--- src/logic/tpa_map.svh ---
// register offsets, field positions, reset values and timing counts for the thermal pin block
`ifndef TPA_MAP_SVH
`define TPA_MAP_SVH
`define TPA_REG_R1_CFG 8'h5F
`define TPA_REG_LOC_CFG 8'h60
`define TPA_REG_R2_CFG 8'h61
`define TPA_REG_R1_CRIT 8'h6A
`define TPA_REG_LOC_CRIT 8'h6B
`define TPA_REG_R2_CRIT 8'h6C
`define TPA_REG_STATUS2 8'h42
`define TPA_REG_MASK2 8'h75
`define TPA_REG_TIMER 8'h79
`define TPA_REG_LIMIT 8'h7A
`define TPA_REG_CTRL 8'h7C
`define TPA_BIT_THERMAL_EVENT_PIN_EN 3
`define TPA_BIT_FLAG 5
`define TPA_BIT_PIN_EN 1
`define TPA_RST_CFG 8'h00
`define TPA_RST_CRIT 8'h64
`define TPA_RST_MASK 8'h00
`define TPA_RST_LIMIT 8'h00
`define TPA_RST_CTRL 8'h02
`define TPA_CLK_HZ 25000000
`define TPA_STEP_US 22760
`define TPA_STEP_CYC ((`TPA_CLK_HZ / 1000000) * `TPA_STEP_US)
`endif

--- src/logic/tpa_pkg.sv ---
// types shared by the thermal pin block
package tpa_pkg;
	typedef struct packed {
		logic [2:0][7:0] cfg;
		logic [2:0][7:0] crit;
		logic [2:0] over;
		logic [7:0] mask2;
		logic [7:0] limit;
		logic [7:0] ctrl;
		logic flag;
		logic [7:0] timer;
		logic timer_lsb_mode;
		logic [23:0] step_cnt;
		logic first_seen;
		logic pin_s1;
		logic pin_s2;
		logic pin_prev;
		logic waitreq;
		logic [31:0] rdata;
		logic rd_hit;
	} tpa_state_type;
endpackage : tpa_pkg

--- src/logic/tpa_thermal_pin.sv ---
// thermal event pin input timer, alert flag and critical-limit output driver
//
// The Avalon-MM interface to the registers was decided locally.
`timescale 1ns/10ps
`include "tpa_map.svh"
// ----------------------------------------
// ----------------------------------------
module tpa_thermal_pin (
	input wire logic ref_clk,
	input wire logic reset,
	input wire logic [7:0] avs_address,
	input wire logic avs_read,
	input wire logic avs_write,
	input wire logic [31:0] avs_writedata,
	input wire logic [3:0] avs_byteenable,
	output logic [31:0] avs_readdata,
	output logic avs_waitrequest,
	input wire logic [2:0][9:0] temp_result,
	input wire logic [2:0] temp_valid,
	input wire logic thermal_event_pin_in,
	output logic thermal_event_pin_out,
	output logic thermal_event_pin_oe,
	output logic irq
);
	tpa_pkg::tpa_state_type s_r;
	tpa_pkg::tpa_state_type s_nxt;
	logic asserted;
	logic bus_req;
	logic wr_lo;
	logic [7:0] wbyte;
	logic [7:0] rd_byte;
	logic [8:0] timer_inc;
	// ----------------------------------------
	// helpers
	// ----------------------------------------
	// pin is active low; second sync stage only is read
	assign asserted = s_r.ctrl[`TPA_BIT_PIN_EN] & ~s_r.pin_s2;
	assign bus_req = (avs_read | avs_write) & s_r.waitreq;
	// a write lands at the edge where the master sees waitrequest low, not at the accept edge
	assign wr_lo = avs_write & ~s_r.waitreq & avs_byteenable[0];
	assign wbyte = avs_writedata[7:0];
	assign timer_inc = {1'b0, s_r.timer} + 9'h001;
	// read mux over the byte registers
	always_comb begin
		case (avs_address)
			`TPA_REG_R1_CFG: rd_byte = s_r.cfg[0];
			`TPA_REG_LOC_CFG: rd_byte = s_r.cfg[1];
			`TPA_REG_R2_CFG: rd_byte = s_r.cfg[2];
			`TPA_REG_R1_CRIT: rd_byte = s_r.crit[0];
			`TPA_REG_LOC_CRIT: rd_byte = s_r.crit[1];
			`TPA_REG_R2_CRIT: rd_byte = s_r.crit[2];
			`TPA_REG_MASK2: rd_byte = s_r.mask2;
			`TPA_REG_LIMIT: rd_byte = s_r.limit;
			`TPA_REG_CTRL: rd_byte = s_r.ctrl;
			`TPA_REG_TIMER: rd_byte = s_r.timer;
			`TPA_REG_STATUS2: rd_byte = {2'h0, s_r.flag, 5'h00};
			default: rd_byte = 8'h00;
		endcase
	end
	// ----------------------------------------
	// next state
	// ----------------------------------------
	always_comb begin
		s_nxt = s_r;
		s_nxt.pin_s1 = thermal_event_pin_in;
		s_nxt.pin_s2 = s_r.pin_s1;
		s_nxt.pin_prev = asserted;
		// bus: one wait cycle then answer
		s_nxt.waitreq = 1'b1;
		s_nxt.rd_hit = 1'b0;
		if (bus_req) begin
			s_nxt.waitreq = 1'b0;
			if (avs_read) begin
				s_nxt.rdata = {24'h000000, rd_byte};
				s_nxt.rd_hit = (avs_address == `TPA_REG_TIMER);
			end
		end
		if (wr_lo) begin
			case (avs_address)
				`TPA_REG_R1_CFG: s_nxt.cfg[0] = wbyte;
				`TPA_REG_LOC_CFG: s_nxt.cfg[1] = wbyte;
				`TPA_REG_R2_CFG: s_nxt.cfg[2] = wbyte;
				`TPA_REG_R1_CRIT: s_nxt.crit[0] = wbyte;
				`TPA_REG_LOC_CRIT: s_nxt.crit[1] = wbyte;
				`TPA_REG_R2_CRIT: s_nxt.crit[2] = wbyte;
				`TPA_REG_MASK2: s_nxt.mask2 = wbyte;
				`TPA_REG_LIMIT: s_nxt.limit = wbyte;
				`TPA_REG_CTRL: s_nxt.ctrl = wbyte;
				default: s_nxt.ctrl = s_nxt.ctrl;
			endcase
		end
		// timer clear on read, taken at the accept edge
		if (bus_req & avs_read & (avs_address == `TPA_REG_TIMER)) begin
			s_nxt.timer = 8'h00;
			s_nxt.timer_lsb_mode = 1'b0;
			s_nxt.step_cnt = 24'h000000;
			s_nxt.first_seen = 1'b0;
		end else if (asserted) begin
			// first assertion sets bit 0
			if (!s_r.first_seen) begin
				s_nxt.first_seen = 1'b1;
				s_nxt.timer = s_r.timer | 8'h01;
			end
			if (s_r.step_cnt == 24'(`TPA_STEP_CYC - 1)) begin
				s_nxt.step_cnt = 24'h000000;
				if (!s_r.timer_lsb_mode) begin
					// count steps silently until one has passed
					if (s_r.timer[7:1] == 7'h00 && !s_r.timer[0]) begin
						s_nxt.timer = 8'h01;
					end else if (s_r.timer == 8'h01 && s_r.step_cnt != 24'h000000) begin
						s_nxt.timer = 8'h01;
					end
					s_nxt.timer_lsb_mode = s_r.timer_lsb_mode | s_r.first_seen & s_r.timer[0] & s_r.pin_prev;
					if (s_r.timer_lsb_mode) begin
						s_nxt.timer = s_r.timer;
					end
				end
				if (s_r.timer_lsb_mode) begin
					if (!timer_inc[8]) begin
						s_nxt.timer = timer_inc[7:0];
					end
				end
			end else begin
				s_nxt.step_cnt = s_r.step_cnt + 24'h000001;
			end
		end
		// after the first full step the timer reads two steps
		if (asserted && !s_r.timer_lsb_mode && s_nxt.timer_lsb_mode) begin
			s_nxt.timer = 8'h02;
		end
		// flag: hardware set wins over software clear
		if (wr_lo && avs_address == `TPA_REG_STATUS2 && wbyte[`TPA_BIT_FLAG]) begin
			s_nxt.flag = 1'b0;
		end
		if ((s_r.limit == 8'h00 && asserted) || (s_r.limit != 8'h00 && s_r.timer > s_r.limit)) begin
			s_nxt.flag = 1'b1;
		end
		// per-channel compare refreshed on each measurement
		for (int i = 0; i < 3; i++) begin
			if (temp_valid[i]) begin
				// result in quarter degrees, limit in whole degrees of the same encoding
				s_nxt.over[i] = (temp_result[i] > {s_r.crit[i], 2'b00});
			end
		end
		s_nxt.pin_s1 = thermal_event_pin_in;
	end
	// ----------------------------------------
	// state register
	// ----------------------------------------
	always_ff @(posedge ref_clk) begin
		if (reset) begin
			s_r <= '0;
			s_r.cfg <= {3{`TPA_RST_CFG}};
			s_r.crit <= {3{`TPA_RST_CRIT}};
			s_r.mask2 <= `TPA_RST_MASK;
			s_r.limit <= `TPA_RST_LIMIT;
			s_r.ctrl <= `TPA_RST_CTRL;
			s_r.pin_s1 <= 1'b1;
			s_r.pin_s2 <= 1'b1;
			s_r.waitreq <= 1'b1;
		end else begin
			s_r <= s_nxt;
		end
	end
	// ----------------------------------------
	// outputs
	// ----------------------------------------
	assign avs_waitrequest = s_r.waitreq;
	assign avs_readdata = s_r.rdata;
	assign thermal_event_pin_out = 1'b0;
	// drive low while any enabled channel is over
	assign thermal_event_pin_oe = |(s_r.over & {s_r.cfg[2][`TPA_BIT_THERMAL_EVENT_PIN_EN], s_r.cfg[1][`TPA_BIT_THERMAL_EVENT_PIN_EN],
		s_r.cfg[0][`TPA_BIT_THERMAL_EVENT_PIN_EN]});
	assign irq = s_r.flag & ~s_r.mask2[`TPA_BIT_FLAG];
endmodule : tpa_thermal_pin

--- config.mk ---
export PLATFORM = sky130hd
export DESIGN_NAME = tpa_thermal_pin
export DESIGN_NICKNAME = d
export VERILOG_FILES = /design/src/logic/tpa_pkg.sv /design/src/logic/tpa_thermal_pin.sv
export VERILOG_INCLUDE_DIRS = /design/src /design/src/logic
export SDC_FILE = /design/constraint.sdc
export NUM_CORES = 1
export LEC_CHECK = 0
export BUFFER_PORTS_ARGS = -buffer_cell sky130_fd_sc_hd__buf_2
export CAP_MARGIN = 20
export CELL_PAD_IN_SITES_DETAIL_PLACEMENT = 1
export CELL_PAD_IN_SITES_GLOBAL_PLACEMENT = 1
export CORE_MARGIN = 2
export CORE_UTILIZATION = 35
export CTS_CLUSTER_SIZE = 28
export DETAILED_ROUTE_END_ITERATION = 16
export PLACE_DENSITY = 0.76
export SLEW_MARGIN = 40
export SYNTH_ARGS = -nofsm -noshare
export SYNTH_HDL_FRONTEND = slang
export SYNTH_SLANG_ARGS = --single-unit
--- constraint.sdc ---
create_clock -name ref_clk -period 5.1 [get_ports ref_clk]
set_clock_uncertainty 0.05 [all_clocks]
set_input_delay 0.765 -clock ref_clk [delete_from_list [all_inputs] [get_ports ref_clk]]
set_output_delay 0.765 -clock ref_clk [all_outputs]
set_load 0.005 [all_outputs]
== Word-level counts from Yosys, hierarchy flattened ==
Cells that the tools add are included.

* Add/subtract/negate cells: 2
* Multiply operators: 0
* Div/mod/pow operators: 0
* Order comparisons: 4
* Equality and inequality tests: 13
* Shift-type cells: 0
* Muxes and demuxes: 16
* Bitwise logic cells: 15
* Reductions and logical operators: 30

{| class="wikitable"
|+ Operators by type and width
! operator !! count
|-
| == test 8 x 7 -> 1 bit, second input constant || 11
|-
| one-hot mux 8 bit (11 select lines) || 1
|-
| 2-to-1 mux 28 bit || 2
|-
| 2-to-1 mux 34 bit || 1
|-
| 2-to-1 mux 8 bit || 4
|-
| greater-than comparator 10 bit || 3
|-
| 2-to-1 mux 9 bit || 3
|-
| adder 24 x 1 -> 24 bit, second input constant || 1
|-
| == test 24 x 20 -> 1 bit, second input constant || 1
|-
| 2-to-1 mux 24 bit || 1
|-
| nonzero test 24 bit || 1
|-
| AND reduction 2 bit || 10
|-
| adder 8 x 1 -> 9 bit, second input constant || 1
|-
| AND 1 bit || 9
|-
| == test 8 x 1 -> 1 bit, second input constant || 1
|-
| greater-than comparator 8 bit || 1
|-
| logical AND 1 bit || 8
|-
| logical NOT 8 bit || 1
|-
| nonzero test 8 bit || 1
|-
| logical NOT 7 bit || 1
|-
| OR reduction 3 bit || 2
|-
| AND 3 bit || 1
|-
| 2-to-1 mux 1 bit || 3
|-
| inverter 1 bit || 3
|-
| 7 further kinds || 9
|}

* Register bits after elaboration: 122
* Latch bits: 0
* Memory bits (writable): 0
* Bits in read-only memories: 0
* Input bits: 82
* Output and inout bits: 36
* Logic and storage cells: 103
* Memories kept: 0

== Depth between registers and ports, before layout ==
* Word-level depth: 12
* Gate-level depth with buffers: 8
* Mapped depth without buffers: 7

== Worst setup path before layout ==
No wires, ideal clock.

* Path type: input to register
* From: input avs_address[4]
* To: register s_r[136] (netlist bit)
* Library setup time: 0.128 ns
* Arrival time: 2.237 ns
* Required time: 4.922 ns
* Setup slack: 2.685 ns
* Cell stages on the path: 7
* Path buffers: 2
* Cells stage by stage: buf_2 -> nor4bb_1 -> clkbuf_2 -> nand2_1 -> nor3_4 -> mux2i_1 -> nor2_1

* Word-level cells in the longest chain between the ends: 2

{| class="wikitable"
|+ Ends and longest elaborated chain
! item !! line !! source
|-
| start: declaration || tpa_thermal_pin.sv:11 || <nowiki>input wire logic [7:0] avs_address,</nowiki>
|-
| == test 8 x 7 -> 1 bit || tpa_thermal_pin.sv:79 || <nowiki>case (avs_address)</nowiki>
|-
| AND reduction 2 bit (no line) || -- ||
|-
| end signal: assignment || tpa_thermal_pin.sv:162 || <nowiki>s_r <= s_nxt;</nowiki>
|-
| end: declaration || tpa_thermal_pin.sv:25 || <nowiki>tpa_pkg::tpa_state_type s_r;</nowiki>
|}

No other way between the ends.
A chain may end at the register's enable or synchronous reset.

== Final worst setup path ==
* From: input avs_address[3]
* To: register s_r[40] (netlist bit)

* Word-level cells in the longest chain between the ends: 3

{| class="wikitable"
|+ Ends and longest elaborated chain
! item !! line !! source
|-
| == test 8 x 7 -> 1 bit || -- ||
|-
| AND 1 bit || tpa_thermal_pin.sv:93 || <nowiki>if (bus_req & avs_read & (avs_address == `TPA_REG_TIMER)) begin</nowiki>
|-
| OR reduction 2 bit (no line) || -- ||
|}

No other way between the ends.

==> results by group <==
Synthesis
  • Fraction of registers with async set/reset: 0
  • Post-synth EDFFs: 0
  • Post-synthesis cell area: 6892 um^2
  • Yosys cell types: 72
  • Yosys warns: 0
  • FF+latch count, synth: 122
  • Ys flop type: dfxtp_1
  • Post-synthesis sequential area ratio: 0.3544
  • Syn Inst Count: 821
  • Synth Area per Inst: 8.394 um^2

STA
  • Slew @ Worst Pin: 0.7740 ns
  • WHS: 0.3573 ns
  • Rel. slew slack: 0.4829
  • Final WS setup: 2.559 ns
  • Final setup fails: 0
  • RSZ-0062 raised after global routing: false
  • Final hold vios: 0
  • Max Slew Vio Count: 0
  • Min Tclk post-route: 2.541 ns
  • Fin Setup TNS: 0 ns
  • Fin crit share: 0.4982
  • Maximum clock rate: 393.6 MHz

Setup path
  • Max incr delay on CP: 0.64 ns
  • Slowest CP cell: nor2b_1
  • CP Data Arrival Time: 2.78 ns
  • Crit-path leading delay family: simple AND/OR/NAND/NOR gates
  • Critical path endpoint category: flip-flop
  • Worst-path fanout max: 24
  • Critical path class: input pin to flip-flop
  • Cells along the critical path: buf_2, nor2b_1, a41oi_1, nand2_2, nor2_1
  • Req. time, crit path: 5.34 ns
  • R2R Setup Slk: 2.63 ns
  • CP Launch Type: input pin
  • Worst path bufs/invs: 1

Routing
  • Final WL: 20,370 um
  • Drc violations: 0
  • ANT nets after route: 0
  • First-pass DRT Iterations: 5
  • DR vias/cell: 5.276
  • DR vias: 5,972
  • Initial DRC count: 315
  • WL per Instance: 17.99 um

GRT
  • Total Routing Usage GR: 0.2023
  • Largest net degree at the start of global routing: 45
  • Vias in the first global route: 5,974
  • Grt ovf: 0
  • First-pass GRT wire length: 32,320 um
  • Initial antenna violation count: 0

Finish
  • # nets final: 972
  • Fill cells: 2,369
  • Reg area: 2442 um^2
  • Layout area overhead: 14.14%
  • Layout cells sized above 1: 0.1384
  • Multi-input gate area: 3958 um^2
  • Antenna diode count: 0

Clock tree
  • CTS clk-pin slew, worst paths: 0.05 ns
  • TritonCTS Sinks: 122
  • CTS tree: built
  • Postcts setup bufs: 0
  • CTS Hold Buffers Added: 0
  • H-Tree Depth: 4
  • Post-CTS Resized: 0
  • Clk root buf: clkbuf_16
  • Clk buf depth: 2
  • CTS Buf Count: 17
  • Clk Latency, worst-skew pair: 0.43 ns

Floorplanning
  • Die Width: 144.3 um
  • Core ar.: 19,400 um^2
  • Num ports: 118
  • Die height: 144.3 um
  • Die ar.: 20,830 um^2
  • Cell Rows: 51
  • Starting Density: 0.3553

Power
  • Pwr dens: 294.5 nW/um^2
  • Static Leak: 3.013 nW
  • Worst vdd ir: 187.6 uV

Status
  • Status: completed

Flow run
  • Max-Cap Viols: 0

Place
  • GP Congestion: 0.8242
  • Dpl ws: 1.938 ns
  • Port Buf Inserts: 65
  • HPWL Detailed: 14,680 um

Hold path
  • Hold Crit Class: flip-flop to flip-flop
-- power breakdown --
part / switching, W / total, W / internal (W)
Sequential: 0.00000839 / 0.000968 / 0.000960
Clock: 0.000448 / 0.00120 / 0.000757
Combinational: 0.0000924 / 0.000143 / 0.0000509
Total: 0.000548 / 0.00232 / 0.00177
-- per-layer routing --
layer | up-vias | GRT usage | routed length, um
met2 | 143 | 0.3335 | 9650
met3 | 30 | 0.03576 | 799
met1 | 2878 | 0.2703 | 9534
li1 | 2921 | - | -
met4 | 0 | 0.06132 | 386
met5 | - | 0 | 0
-- cells by family after synthesis --
family | count (synthesis) | synth area share
flops | 122 | 0.3544
fa+ha+maj | 36 | 0.06536
xor+xnor | 23 | 0.02923
buf+inv | 124 | 0.08842
other cells | 1 | 0.0005441
mux | 64 | 0.09314
simple gates | 318 | 0.2402
compound gates | 133 | 0.1287
-- registers in the layout, summed over array words and instances (netlist names) --
register / cells
avs_readdata: 8
avs_waitrequest: 1
s_nxt: 1
s_r: 112
-- cell usage in the layout (no fill, tap or decap), drive strengths merged, types with 4 or more instances in the layout --
cell type	instances
o21ai	17
or4	7
o211ai	9
nor2	103
nor4b	8
nand3b	4
clkinv	5
dfxtp	122
a21oi	35
xnor2	11
a22oi	18
and3b	4
o22ai	9
and4	5
nor3	10
mux2i	63
buf	69
nand3	35
nand4	16
xor2	12
or2	4
nand2	68
ha	36
and3	6
nor4	16
nand2b	4
a21o	5
inv	46
and2	6
conb	25
a211oi	4
clkbuf	22
a32oi	5
nor2b	10
o21a	8
-- synth_stat cells, types with 6 or more instances --
master,n,area share
mux2i_1,63,0.092
buf_4,33,0.036
o211ai_1,9,0.0098
nor2_1,101,0.055
inv_1,45,0.025
a21oi_1,35,0.025
o21ai_0,16,0.012
nor4_1,15,0.014
ha_1,36,0.065
nand2_1,68,0.037
o22ai_1,9,0.0082
buf_2,9,0.0065
xnor2_1,11,0.014
a22oi_1,18,0.020
nor2b_1,10,0.0091
xor2_1,12,0.015
nand3_1,35,0.025
nand4_1,16,0.015
o21a_1,8,0.0087
clkbuf_1,32,0.017
nor3_1,8,0.0058
and2_1,6,0.0054
dfxtp_1,122,0.35
-- metrics by stage --
stage | util | cells | instance area, um^2 | power, W
after floorplan | - | 845 | 6982 | 0.001087
after global placement | 0.3722 | 1099 | 7221 | 0.001126
after detailed placement | 0.3732 | 1099 | 7239 | 0.001129
after CTS | 0.4036 | 1131 | 7830 | 0.002326
after global routing | 0.4055 | 1132 | 7866 | 0.002394
final | 0.4055 | 1132 | 7866 | 0.002316
-- cell type report --
class | instances | share of cell area
clock buffer | 22 | 0.06028
timing repair buffer | 69 | 0.04772
sequential | 122 | 0.3105
multi-input combinational | 599 | 0.5031
clock inverter | 10 | 0.01479
inverter | 45 | 0.02147
tap | 265 | 0.04215
-- worst reg2reg max path, cell delays in order (launching register included) --
cell	delay (ns)
dfxtp_1	0.38
ha_1	0.21
and4b_1	0.28
nand2_1	0.15
or3_4	0.49
or4_2	0.70
o311ai_0	0.11
-- path summary, 6_finish.rpt --
check | start | end | cells past startpoint
setup / recovery | avs_address[3] | s_r[40] | 5
hold / removal | s_nxt[35] | s_r[35] | 1
setup reg to reg | s_r[38] | s_r[68] | 6
hold reg to reg | s_nxt[35] | s_r[35] | 1
Power figures use the tool's default switching activity.
